--- config.mk ---
export PLATFORM = sky130hd
export DESIGN_NAME = xbsp_serial_port
export DESIGN_NICKNAME = d
export VERILOG_FILES = /design/src/xbsp_pkg.sv /design/src/xbsp_line_if.sv /design/src/xbsp_serial_port.sv /design/src/xbsp_line_sync.sv
export VERILOG_INCLUDE_DIRS = /design/src
export SDC_FILE = /design/constraint.sdc
export NUM_CORES = 1
export LEC_CHECK = 0
export BUFFER_PORTS_ARGS = -buffer_cell sky130_fd_sc_hd__buf_2
export CAP_MARGIN = 5
export CORE_MARGIN = 5
export CORE_UTILIZATION = 45
export CTS_CLUSTER_DIAMETER = 80
export DETAILED_ROUTE_END_ITERATION = 7
export PLACE_DENSITY_LB_ADDON = 0.05
export SLEW_MARGIN = 20
export SYNTH_ARGS = -nofsm -noshare
export SYNTH_HDL_FRONTEND = slang
export SYNTH_SLANG_ARGS = --single-unit
--- constraint.sdc ---
create_clock -name i_clk -period 2.9 [get_ports i_clk]
set_input_delay 0.29 -clock i_clk [delete_from_list [all_inputs] [get_ports i_clk]]
set_output_delay 0.29 -clock i_clk [all_outputs]
set_load 0.01 [all_outputs]
--- src/xbsp_defines.svh ---
// Constants of the crosspoint switch serial port: addresses, field positions, codes and reset values.
//
// Operation
// [RQ1] Address byte first, device acknowledges by pulling low.
// [RQ2] Write carries two data bytes, both acknowledged.
// [RQ3] Write changes only the selected switch.
// [RQ4] All eighty switches readable, one line each.
// [RQ5] Master arms readback: code byte plus filler.
// [RQ6] Readback code copies line states into register.
// [RQ7] Master reads with the direction bit set.
// [RQ8] Read returns two bytes, first all zeros.
// [RQ9] Second read byte: one means switch closed.
// [RQ10] Decode readback codes for lines zero to eight.
// [RQ11] Runs at 100 kHz, 400 kHz, 3.4 MHz.
// [RQ12] Line nine readback code is 01111110.
// [RQ13] Command byte: on bit, line, column; reserved ignored.
`ifndef XBSP_DEFINES_SVH
`define XBSP_DEFINES_SVH

// ----------------------------------------------------------------------------
// Bus address and array shape.
// ----------------------------------------------------------------------------
`define XBSP_DEV_ADDR     7'h70
`define XBSP_NUM_X        10
`define XBSP_NUM_Y        8
`define XBSP_NUM_SW       80
`define XBSP_SWITCH_RST   80'h0
`define XBSP_READ_PAD     8'h00
`define XBSP_RB_RST       8'h00
`define XBSP_LAST_BIT     3'h7

// ----------------------------------------------------------------------------
// Command byte field positions.
// ----------------------------------------------------------------------------
`define XBSP_ON_BIT       7
`define XBSP_X_MSB        6
`define XBSP_X_LSB        3
`define XBSP_Y_MSB        2
`define XBSP_Y_LSB        0

// ----------------------------------------------------------------------------
// Line select codes in the command byte.
// ----------------------------------------------------------------------------
`define XBSP_XSEL_X0      4'h2
`define XBSP_XSEL_X1      4'h3
`define XBSP_XSEL_X2      4'h4
`define XBSP_XSEL_X3      4'h5
`define XBSP_XSEL_X4      4'h8
`define XBSP_XSEL_X5      4'h9
`define XBSP_XSEL_X6      4'hA
`define XBSP_XSEL_X7      4'hB
`define XBSP_XSEL_X8      4'hC
`define XBSP_XSEL_X9      4'hD

// ----------------------------------------------------------------------------
// Readback codes, most significant bit first.
// ----------------------------------------------------------------------------
`define XBSP_RB_X0        8'h74
`define XBSP_RB_X1        8'h7C
`define XBSP_RB_X2        8'h35
`define XBSP_RB_X3        8'h3D
`define XBSP_RB_X4        8'h75
`define XBSP_RB_X5        8'h7D
`define XBSP_RB_X6        8'h36
`define XBSP_RB_X7        8'h3E
`define XBSP_RB_X8        8'h76
`define XBSP_RB_X9        8'h7E

`endif

--- src/xbsp_pkg.sv ---
// Types shared by the crosspoint switch serial port modules.
package xbsp_pkg;

	// Protocol engine states.
	typedef enum logic [2:0] {
		XBSP_IDLE,
		XBSP_ADDR,
		XBSP_ADDR_ACK,
		XBSP_WR_BYTE,
		XBSP_WR_ACK,
		XBSP_RD_BYTE,
		XBSP_RD_ACK,
		XBSP_RD_NEXT
	} xbsp_state_type;

endpackage : xbsp_pkg

--- src/xbsp_line_if.sv ---
// Interface carrying the synchronised serial line events to the protocol engine.
`timescale 1ns/100ps

interface xbsp_line_if;
	logic scl_rise;  // One-cycle pulse on a clock rising edge.
	logic scl_fall;  // One-cycle pulse on a clock falling edge.
	logic start;     // One-cycle pulse on a start condition.
	logic stop;      // One-cycle pulse on a stop condition.
	logic sda;       // Synchronised data level.

	modport sync (output scl_rise, output scl_fall, output start, output stop, output sda);
	modport core (input scl_rise, input scl_fall, input start, input stop, input sda);
endinterface : xbsp_line_if

--- src/xbsp_serial_port.sv ---
// Serial control port of the 8 x 10 crosspoint switch array.
`timescale 1ns/100ps
`include "xbsp_defines.svh"

module xbsp_serial_port (
	input  wire logic                     i_clk,
	input  wire logic                     i_rstn,
	input  wire logic                     i_scl,
	input  wire logic                     i_sda,
	output logic                          o_sda,
	output logic                          o_sda_oe,
	output logic [`XBSP_NUM_SW-1:0]       o_switch
);

	// ------------------------------------------------------------------------
	// Line events.
	// ------------------------------------------------------------------------
	xbsp_line_if line ();  // Synchronised events shared with the engine.

	xbsp_line_sync u_sync (
		.i_clk  (i_clk),
		.i_rstn (i_rstn),
		.i_scl  (i_scl),
		.i_sda  (i_sda),
		.line   (line)
	);

	// ------------------------------------------------------------------------
	// State.
	// ------------------------------------------------------------------------
	xbsp_pkg::xbsp_state_type   state;          // Engine state.
	xbsp_pkg::xbsp_state_type   next_state;     // Next engine state.
	logic [2:0]                 bitcnt;         // Bit position within a byte.
	logic [2:0]                 next_bitcnt;    // Next bit position.
	logic [7:0]                 shreg;          // Receive or transmit shifter.
	logic [7:0]                 next_shreg;     // Next shifter value.
	logic                       sda_oe;         // High while pulling data low.
	logic                       next_oe;        // Next pull-down enable.
	logic                       byte_idx;       // First or second data byte.
	logic                       next_byte_idx;  // Next byte index.
	logic                       is_read;        // Direction of current transfer.
	logic                       next_is_read;   // Next direction.
	logic [7:0]                 cmd;            // First data byte of a write.
	logic [7:0]                 next_cmd;       // Next command byte.
	logic [7:0]                 rb;             // Readback status register.
	logic [7:0]                 next_rb;        // Next readback value.
	logic [`XBSP_NUM_SW-1:0]    switch_st;      // Switch on/off states.
	logic [`XBSP_NUM_SW-1:0]    next_switch;    // Next switch states.
	logic                       apply;          // Pulse: second write byte done.
	logic [7:0]                 rx_full;        // Byte including the current bit.

	assign rx_full = {shreg[6:0], line.sda};

	// ------------------------------------------------------------------------
	// Command decode.
	// ------------------------------------------------------------------------
	logic       rb_hit;  // Command is a readback code.
	logic [3:0] rb_idx;  // Line addressed by the readback code.
	logic       x_ok;    // Command names a real line.
	logic [3:0] x_idx;   // Line addressed by the command.
	logic [2:0] y_idx;   // Column addressed by the command.

	// Readback codes are checked first; they share line fields with reserved ones.
	always_comb begin
		rb_hit = 1'h1;
		rb_idx = 4'h0;
		case (cmd)
			`XBSP_RB_X0: rb_idx = 4'h0;  // [RQ10]
			`XBSP_RB_X1: rb_idx = 4'h1;
			`XBSP_RB_X2: rb_idx = 4'h2;
			`XBSP_RB_X3: rb_idx = 4'h3;
			`XBSP_RB_X4: rb_idx = 4'h4;
			`XBSP_RB_X5: rb_idx = 4'h5;
			`XBSP_RB_X6: rb_idx = 4'h6;
			`XBSP_RB_X7: rb_idx = 4'h7;
			`XBSP_RB_X8: rb_idx = 4'h8;
			`XBSP_RB_X9: rb_idx = 4'h9;  // [RQ12]
			default:     rb_hit = 1'h0;
		endcase
	end

	// Line select field; unlisted codes are reserved and touch nothing.
	always_comb begin
		x_ok  = 1'h1;
		x_idx = 4'h0;
		y_idx = cmd[`XBSP_Y_MSB:`XBSP_Y_LSB];
		case (cmd[`XBSP_X_MSB:`XBSP_X_LSB])
			`XBSP_XSEL_X0: x_idx = 4'h0;
			`XBSP_XSEL_X1: x_idx = 4'h1;
			`XBSP_XSEL_X2: x_idx = 4'h2;
			`XBSP_XSEL_X3: x_idx = 4'h3;
			`XBSP_XSEL_X4: x_idx = 4'h4;
			`XBSP_XSEL_X5: x_idx = 4'h5;
			`XBSP_XSEL_X6: x_idx = 4'h6;
			`XBSP_XSEL_X7: x_idx = 4'h7;
			`XBSP_XSEL_X8: x_idx = 4'h8;
			`XBSP_XSEL_X9: x_idx = 4'h9;
			default:       x_ok  = 1'h0;  // [RQ13]
		endcase
	end

	// ------------------------------------------------------------------------
	// Switch array update.
	// ------------------------------------------------------------------------
	// Each switch compares its own coordinates, so only one can ever change.
	genvar gi;
	generate
		for (gi = 0; gi < `XBSP_NUM_SW; gi = gi + 1) begin : g_sw
			assign next_switch[gi] = (apply && !rb_hit && x_ok &&
				x_idx == 4'(gi / `XBSP_NUM_Y) && y_idx == 3'(gi % `XBSP_NUM_Y)) ?
				cmd[`XBSP_ON_BIT] : switch_st[gi];  // [RQ3] [RQ13]
		end
	endgenerate

	// ------------------------------------------------------------------------
	// Protocol engine next state.
	// ------------------------------------------------------------------------
	// Data is sampled on rising clock edges and driven after falling ones.
	always_comb begin
		next_state    = state;
		next_bitcnt   = bitcnt;
		next_shreg    = shreg;
		next_oe       = sda_oe;
		next_byte_idx = byte_idx;
		next_is_read  = is_read;
		next_cmd      = cmd;
		next_rb       = rb;
		apply         = 1'h0;
		if (line.start) begin
			// A start, repeated or not, always restarts address reception.
			next_state    = xbsp_pkg::XBSP_ADDR;
			next_bitcnt   = 3'h0;
			next_oe       = 1'h0;
			next_byte_idx = 1'h0;
		end else if (line.stop) begin
			next_state = xbsp_pkg::XBSP_IDLE;
			next_oe    = 1'h0;
		end else begin
			case (state)
				xbsp_pkg::XBSP_IDLE: begin
					next_oe = 1'h0;
				end
				xbsp_pkg::XBSP_ADDR: begin
					if (line.scl_rise) begin
						next_shreg  = rx_full;
						next_bitcnt = bitcnt + 3'h1;
						if (bitcnt == `XBSP_LAST_BIT) begin
							if (rx_full[7:1] == `XBSP_DEV_ADDR) begin
								next_state   = xbsp_pkg::XBSP_ADDR_ACK;  // [RQ1]
								next_is_read = rx_full[0];  // [RQ5] [RQ7]
							end else begin
								next_state = xbsp_pkg::XBSP_IDLE;
							end
						end
					end
				end
				xbsp_pkg::XBSP_ADDR_ACK: begin
					// First fall opens the acknowledge slot, the second closes it.
					if (line.scl_fall) begin
						if (!sda_oe) begin
							next_oe = 1'h1;  // [RQ1]
						end else if (is_read) begin
							next_shreg  = `XBSP_READ_PAD;  // [RQ8]
							next_oe     = ~next_shreg[7];
							next_bitcnt = 3'h0;
							next_state  = xbsp_pkg::XBSP_RD_BYTE;
						end else begin
							next_oe     = 1'h0;
							next_bitcnt = 3'h0;
							next_state  = xbsp_pkg::XBSP_WR_BYTE;
						end
					end
				end
				xbsp_pkg::XBSP_WR_BYTE: begin
					if (line.scl_rise) begin
						next_shreg  = rx_full;
						next_bitcnt = bitcnt + 3'h1;
						if (bitcnt == `XBSP_LAST_BIT) begin
							next_state = xbsp_pkg::XBSP_WR_ACK;  // [RQ2]
							if (!byte_idx) begin
								next_cmd = rx_full;
							end else begin
								// Second byte is filler for readback, ignored here.
								apply = 1'h1;  // [RQ5]
								if (rb_hit) begin
									next_rb = switch_st[{rb_idx, 3'h0} +: 8];  // [RQ4] [RQ6]
								end
							end
						end
					end
				end
				xbsp_pkg::XBSP_WR_ACK: begin
					if (line.scl_fall) begin
						if (!sda_oe) begin
							next_oe = 1'h1;  // [RQ2]
						end else begin
							// A third byte is not acknowledged; the master should stop.
							next_oe       = 1'h0;
							next_bitcnt   = 3'h0;
							next_byte_idx = 1'h1;
							next_state    = byte_idx ? xbsp_pkg::XBSP_IDLE : xbsp_pkg::XBSP_WR_BYTE;
						end
					end
				end
				xbsp_pkg::XBSP_RD_BYTE: begin
					if (line.scl_fall) begin
						if (bitcnt == `XBSP_LAST_BIT) begin
							next_oe    = 1'h0;
							next_state = xbsp_pkg::XBSP_RD_ACK;
						end else begin
							next_shreg  = {shreg[6:0], 1'h0};
							next_oe     = ~shreg[6];
							next_bitcnt = bitcnt + 3'h1;
						end
					end
				end
				xbsp_pkg::XBSP_RD_ACK: begin
					// A not-acknowledge from the master ends the read.
					if (line.scl_rise) begin
						next_byte_idx = ~byte_idx;
						next_state    = line.sda ? xbsp_pkg::XBSP_IDLE : xbsp_pkg::XBSP_RD_NEXT;
					end
				end
				xbsp_pkg::XBSP_RD_NEXT: begin
					if (line.scl_fall) begin
						next_shreg  = byte_idx ? rb : `XBSP_READ_PAD;  // [RQ8] [RQ9]
						next_oe     = ~next_shreg[7];
						next_bitcnt = 3'h0;
						next_state  = xbsp_pkg::XBSP_RD_BYTE;
					end
				end
				default: begin
					next_state = xbsp_pkg::XBSP_IDLE;
					next_oe    = 1'h0;
				end
			endcase
		end
	end

	// ------------------------------------------------------------------------
	// Registers.
	// ------------------------------------------------------------------------
	// No reset behaviour is defined for the array, so all switches start open.
	always_ff @(posedge i_clk or negedge i_rstn) begin
		if (!i_rstn) begin
			state     <= xbsp_pkg::XBSP_IDLE;
			bitcnt    <= 3'h0;
			shreg     <= 8'h00;
			sda_oe    <= 1'h0;
			byte_idx  <= 1'h0;
			is_read   <= 1'h0;
			cmd       <= 8'h00;
			rb        <= `XBSP_RB_RST;
			switch_st <= `XBSP_SWITCH_RST;
		end else begin
			state     <= next_state;
			bitcnt    <= next_bitcnt;
			shreg     <= next_shreg;
			sda_oe    <= next_oe;
			byte_idx  <= next_byte_idx;
			is_read   <= next_is_read;
			cmd       <= next_cmd;
			rb        <= next_rb;
			switch_st <= next_switch;
		end
	end

	// ------------------------------------------------------------------------
	// Outputs.
	// ------------------------------------------------------------------------
	// The pin is open drain: the driven level is always low.
	assign o_sda    = 1'h0;
	assign o_sda_oe = sda_oe;
	assign o_switch = switch_st;

endmodule : xbsp_serial_port

--- src/xbsp_line_sync.sv ---
// Two-stage synchroniser and edge detector for the serial clock and data pins.
`timescale 1ns/100ps

module xbsp_line_sync (
	input  wire logic  i_clk,
	input  wire logic  i_rstn,
	input  wire logic  i_scl,
	input  wire logic  i_sda,
	xbsp_line_if.sync  line
);

	// ------------------------------------------------------------------------
	// Synchroniser stages.
	// ------------------------------------------------------------------------
	logic scl_meta;  // First stage, read only by the second.
	logic scl_sync;  // Second stage, safe to use.
	logic scl_dly;   // Previous value for edge detection.
	logic sda_meta;  // First stage, read only by the second.
	logic sda_sync;  // Second stage, safe to use.
	logic sda_dly;   // Previous value for edge detection.

	// The lines idle high, so reset to high to avoid a false start at release.
	always_ff @(posedge i_clk or negedge i_rstn) begin
		if (!i_rstn) begin
			scl_meta <= 1'h1;
			scl_sync <= 1'h1;
			scl_dly  <= 1'h1;
			sda_meta <= 1'h1;
			sda_sync <= 1'h1;
			sda_dly  <= 1'h1;
		end else begin
			scl_meta <= i_scl;
			scl_sync <= scl_meta;
			scl_dly  <= scl_sync;
			sda_meta <= i_sda;
			sda_sync <= sda_meta;
			sda_dly  <= sda_sync;
		end
	end

	// ------------------------------------------------------------------------
	// Edge and condition decode.
	// ------------------------------------------------------------------------
	// Sampling at 200 MHz leaves over 50 samples per 3.4 MHz clock period. [RQ11]
	// Both lines share the same latency, so data set up after a falling clock
	// edge is never seen on the wrong side of the next rising edge.
	assign line.scl_rise = scl_sync & ~scl_dly;
	assign line.scl_fall = ~scl_sync & scl_dly;
	assign line.start    = scl_sync & scl_dly & sda_dly & ~sda_sync;
	assign line.stop     = scl_sync & scl_dly & ~sda_dly & sda_sync;
	assign line.sda      = sda_sync;

endmodule : xbsp_line_sync

After elaboration in Yosys (flattened, before gate mapping)
Index checks and enable logic that the tools add are counted.
{"block": "op_classes", "n_mul": 0, "reduce_logical": 113, "shift": 1, "eq_ne": 74, "bitwise": 16, "muxes": 64, "add_sub_neg": 1, "order_cmp": 0, "n_div": 0}
{"operator": "logical AND 1 bit", "count": 92}
{"operator": "variable part select 80 x 8 -> 8 bit", "count": 1}
{"operator": "2-to-1 mux 3 bit", "count": 24}
{"operator": "case mux 4 bit (9 select lines)", "count": 2}
{"operator": "2-to-1 mux 7 bit", "count": 7}
{"operator": "== test 8 x 7 -> 1 bit, second input constant", "count": 6}
{"operator": "inequality test 4 bit, second input constant", "count": 12}
{"operator": "== test 4 bit, second input constant", "count": 8}
{"operator": "== test 8 x 6 -> 1 bit, second input constant", "count": 4}
{"operator": "case mux 7 bit (4 select lines)", "count": 1}
{"operator": "== test 3 bit, second input constant", "count": 9}
{"operator": "== test 4 x 3 -> 1 bit, second input constant", "count": 6}
{"operator": "2-to-1 mux 1 bit", "count": 23}
{"operator": "case mux 3 bit (7 select lines)", "count": 1}
{"operator": "OR reduction 10 bit", "count": 2}
{"operator": "inequality test 3 bit, second input constant", "count": 6}
{"operator": "== test 4 x 2 -> 1 bit, second input constant", "count": 4}
{"operator": "inequality test 2 bit, second input constant", "count": 7}
{"operator": "AND reduction 13 bit", "count": 1}
{"operator": "== test 3 x 2 -> 1 bit, second input constant", "count": 4}
{"operator": "case mux 3 bit (4 select lines)", "count": 1}
{"operator": "AND reduction 6 bit", "count": 2}
{"operator": "AND reduction 10 bit", "count": 1}
{"operator": "AND reduction 5 bit", "count": 2}
{"operator": "23 further kinds", "count": 43}
{"block": "word_totals", "out_inout_bits": 82, "n_memories": 0, "romBits": 0, "regBits": 118, "latch_bits": 0, "ram_bits": 0}

Logic depth before layout (Yosys ltp)
{"block": "logic_depth", "word_depth": 10, "mapped_depth": 9, "depth_no_buf": 7}

Hierarchy
A second synthesis with hierarchy kept.
{"block": "hier_totals", "cells_unflattened": 591, "hier_area_um2": 6347.3}
{"mod": "xbsp_serial_port", "cells_each": 581, "n_inst": 1, "area_per_inst_um2": 6157.2, "seq_area_each_um2": 2802.7}
{"mod": "xbsp_line_sync", "cells_each": 10, "n_inst": 1, "area_per_inst_um2": 190.2, "seq_area_each_um2": 157.7}

Worst setup path before layout
Ideal clock, no wire load.
{"block": "synth_path", "path_kind": "register to register", "startpoint": "register u_sync.scl_sync", "endpoint": "register switch_st[50], in the netlist o_switch[50]", "stages_incl_launch_ff": 8, "slack_ns": 0.378, "period_less_slack_ns": 2.522, "t_required_ns": 2.773, "t_arrival_ns": 2.394, "setup_time_ns": 0.127, "path_buffers": 2, "path_cell_list": "dfstp_2 > or3b_1 > buf_2 > or4_4 > buf_6 > nor3b_4 > nand2_1 > mux2_1"}
{"block": "synth_via", "elab_chain_cells": 9, "word_cells_on_any_way": 14}
{"item": "from (decl)", "line_no": "xbsp_line_sync.sv:16", "text": "logic scl_sync;"}
{"item": "from (signal assigned)", "line_no": "xbsp_line_sync.sv:33", "text": "scl_sync <= scl_meta;"}
{"item": "AND 1 bit (on tied branches)", "line_no": "xbsp_line_sync.sv:47, xbsp_line_sync.sv:49, xbsp_line_sync.sv:50"}
{"item": "2-to-1 mux 1 bit / AND 1 bit (equally long branches)", "line_no": "xbsp_serial_port.sv:175, xbsp_line_sync.sv:50"}
{"item": "2-to-1 mux 1 bit / AND 1 bit (equally long branches)", "line_no": "xbsp_serial_port.sv:139, xbsp_line_sync.sv:50"}
{"item": "2-to-1 mux 1 bit", "line_no": "xbsp_serial_port.sv:135", "text": "end else if (line.stop) begin"}
{"item": "2-to-1 mux 1 bit *", "line_no": "xbsp_serial_port.sv:129", "text": "if (line.start) begin"}
{"item": "logical AND 1 bit * (4 in a row)", "line_no": "xbsp_serial_port.sv:109", "text": "assign next_switch[gi] = (apply && !rb_hit && x_ok &&"}
{"item": "to (signal assigned)", "line_no": "xbsp_serial_port.sv:254", "text": "switch_st <= `XBSP_SWITCH_RST;"}
{"item": "to (signal assigned)", "line_no": "xbsp_serial_port.sv:264", "text": "switch_st <= next_switch;"}
{"item": "to (decl)", "line_no": "xbsp_serial_port.sv:47", "text": "logic [`XBSP_NUM_SW-1:0] switch_st;"}
Every way passes the cells marked *; elsewhere a longest branch is shown, timed or not.
A chain may end at the register's enable or synchronous reset.

Worst setup path in the final report
{"block": "layout_path", "startpoint": "register u_sync.scl_sync", "endpoint": "register switch_st[52], in the netlist o_switch[52]"}
Same word-level chain as after synthesis.

==> metrics.md <==
| Metric | Value |
|---|---|
| Detailed Routing Iterations Pass 1 | 6 |
| Unique masters post-synth | 59 |
| Synthesized area per cell | approximately 10 µm² |
| Die ar. | 16,610 µm² |
| Clk_skew | 0.01704 ns |
| Post-DP HPWL | ~14,000 µm |
| CP Launch Type | flop |
| Cells on worst reg2reg path | 5 |
| Final Hold Vio Count | 0 |
| Top cells by area, synth | dfrtp_1 (44%), mux2_2 (15%), nand2_1 (4.4%) |
| Crit end category | flop |
| Core Region | ~14,000 µm² |
| Period utilization | 0.9399 |
| GP Congestion | between 0.8 and 0.9 |
| Top Usage Layer GRT | met2 |
| GR Util met3 | 0.04483 |
| Post-Synth XOR/XNOR Area | 0.004132 |
| Initial antenna violation count | 0 |
| Fillers | approximately 1.3k |
| Worst slew pin tran | 0.7561 ns |
| Layout area overhead | 21.00% |
| Mapped Cells | roughly 600 |
| Post-synth top flop | dfrtp_1 |
| RSZ-0062 raised after global routing | no |
| Number of global-route vias before repair | about 5.2k |
| Die Width | between 100 and 150 µm |
| Inserted Diodes | 0 |
| Footprint of the multi-input gates | 3152 µm² |
| VDD IR max | 329.0 µV |
| Clock Latency Late Sink | between 0.4 and 0.5 ns |
| Antenna viol nets, final | 0 |
| Via-to-Cell Ratio | about 5.9 |
| Total placed cells including tap cells | roughly 860 |
| Register Area | 2962 µm² |
| Total power | around 4.1 mW |
| DRC | 0 |
| Global-route wire length before repair | 30,530 µm |
| Clock transition at path regs | 0.05 ns |
| Max Fclk | between 0.3 and 0.4 GHz |
| GRT met2 Usage | 0.3637 |
| Adder-cell share of the synthesized area | 0.003935 |
| MaxCap Viol Count | 0 |
| Post-synth EDFFs | 0 |
| Crit Path Class | reg -> reg |
| Synth Warn # | 0 |
| Die Y | ~130 µm |
| Post-synthesis simple-gate area fraction | 0.1625 |
| Mapped Nets | 614 |
| CP arrival | 3.03 ns |
| Initial Utilization | 0.4581 |
| Minimum clock period | 2.726 ns |
| Data required, critical path | between 3 and 4 ns |
| Largest family of logic cells by synthesized area | multiplexers |
| CP Max Fanout | 9 |
| Critical Path Sink | o_switch[52] |
| Port bufs | 84 |
| TritonCTS clock tree | built |
| Register area share after synthesis | 0.4656 |
| CTS H-Tree Depth | 4 |
| Met1 Use GR | 0.3632 |
| # nets final | 710 |
| PD cells | 535.0 nW/µm² |
| Status | complete, no violations |
| WL final | roughly 20,000 µm |
| Wire length per cell | 21.90 µm |
| Reg-to-reg endpoint | o_switch[52] |
| DR vias | around 5.3k |
| Post-synthesis mux area share | 0.2015 |
| Netlist Area Pre-Place | 6359 µm² |
| Reg2reg start | u_sync.scl_sync |
| I/O pins | between 80 and 90 |
| Share of the synthesized area in the top cell type | 0.4408 |
| Compound-cell area share of the yosys netlist | 0.1230 |
| CTS max path bufs | 2 |
| DRT iter0 DRCs | approximately 570 |
| Finish-stage setup viols | 0 |
| Row count | 43 |
| Hold Crit Class | reg -> reg |
| Finished Layout Cells | about 900 |
| Clock sinks | between 100 and 150 |
| Tot GR Track Use | 0.2437 |
| Slew headroom | 0.4920 |
| Largest net degree at the start of global routing | 52 |
| Yosys top cell by area | dfrtp_1 |
| GRT overflow | 0 |
| Final TNS setup | 0 ns |
| Slew Viols, Final | 0 |
| Worst Setup SP | u_sync.scl_sync |
| PostCTS Resize Cnt | 0 |
| R2R setup slack | 0.17 ns |
| Post-synth top cells | dfrtp_1 (112), mux2_2 (82), nand2_1 (74), nor2_1 (51), clkbuf_1 (34) |
| #FFs+latches synth | between 100 and 150 |
| Post-synth ARST share | 1.000 |
| Count leader, synth | dfrtp_1 |
| Leakage power | about 3.7 nW |
| CTS Buf Count | 17 |
| Share of layout cells above drive strength 1 | 0.3487 |
| Root Buffer | clkbuf_16 |
-- stage by stage --
stage | setup WS (ns) | util | hold WS, ns | cell area [µm²]
3_5_place_dp | 0.2099 | 0.5107 | 0.3496 | 7089
2_1_floorplan | 0.3782 | - | -0.005591 | 6359
3_3_place_gp | 0.2621 | 0.5107 | 0.3476 | 7089
6_report | 0.1744 | 0.5543 | 0.3557 | 7694
5_1_grt | 0.06206 | 0.5543 | 0.3603 | 7694
4_1_cts | 0.1897 | 0.5543 | 0.3574 | 7694
-- final cells by class --
cell class                 instances  share of cell area
clock buffer                      19             0.05757
clock inverter                    13             0.01708
inverter                          14            0.006830
multi-input combinational        431              0.4097
sequential                       118              0.3849
tap                              180             0.02927
timing repair buffer             122             0.09465
-- cells in the final DEF, fill, tap and decap left out, types with 3 or more instances in the layout --
cell type,instances
o21ai_0,12
o221ai_1,8
a221oi_1,21
mux2_1,14
nand3_1,10
o311a_1,8
nor3_1,7
nand2_1,74
nand3b_1,6
nor3b_1,5
buf_4,35
a31oi_1,8
dlygate4sd3_1,3
inv_1,14
mux2_2,82
buf_2,83
a211oi_1,14
a22o_1,6
clkinv_2,6
dfrtp_1,111
clkbuf_16,17
and3b_1,4
nand2b_1,12
mux2i_1,20
a21oi_1,18
dfstp_2,6
nor2b_1,9
nor2_1,51
and3_1,5
-- kinds of logic after synthesis --
group | Yosys count
other cells | 1
compound gates | 106
mux | 116
xor+xnor | 3
flops | 118
fa+ha+maj | 2
simple gates | 203
buf+inv | 59
-- report_power, final --
| group | total, mW | switching, mW | internal [mW] |
|---|---|---|---|
| clock network | 2.04 | 0.764 | 1.28 |
| registers | 1.76 | 0.0553 | 1.71 |
| logic | 0.311 | 0.186 | 0.125 |
| total | 4.12 | 1.01 | 3.11 |
-- critical path, cell delays in order (launching register included) --
cell,delay (ns)
dfstp_2,0.59
or3b_1,0.49
or4_4,0.64
nor3b_4,0.42
nand2_1,0.13
mux2_1,0.32
-- how the worst min path moves through the flow --
stage | cells past startpoint | to | slack, ns | startpoint
floorplan | 0 | bitcnt[0] | -0.006 | i_rstn
global placement | 1 | o_sda_oe | 0.35 | i_rstn
detailed placement | 0 | u_sync.scl_sync | 0.35 | u_sync.scl_meta
CTS | 0 | u_sync.scl_sync | 0.36 | u_sync.scl_meta
global route | 0 | u_sync.scl_sync | 0.36 | u_sync.scl_meta
finish | 0 | u_sync.scl_sync | 0.36 | u_sync.scl_meta
-- registers in the layout, indices dropped and copies added, names as in the netlist --
name,cells
o_switch,80
state,3
u_sync.sda_dly,1
u_sync.sda_meta,1
is_read,1
bitcnt,3
byte_idx,1
u_sync.scl_dly,1
u_sync.scl_meta,1
shreg,7
cmd,8
rb,8
u_sync.scl_sync,1
o_sda_oe,1
u_sync.line.sda,1
-- layer usage --
| metal | vias up | routed length (µm) |
|---|---|---|
| met3 | 24 | 1077 |
| met1 | 2673 | 9204 |
| met2 | 202 | 9066 |
| met4 | 0 | 295 |
| met5 | - | 0 |
| li1 | 2391 | - |
-- timing repair --
item	CTS	global route
hold buffers	3	0
hold endpoints to repair	45	0
buffers inserted	0	0
Power figures use the tool's default switching activity.
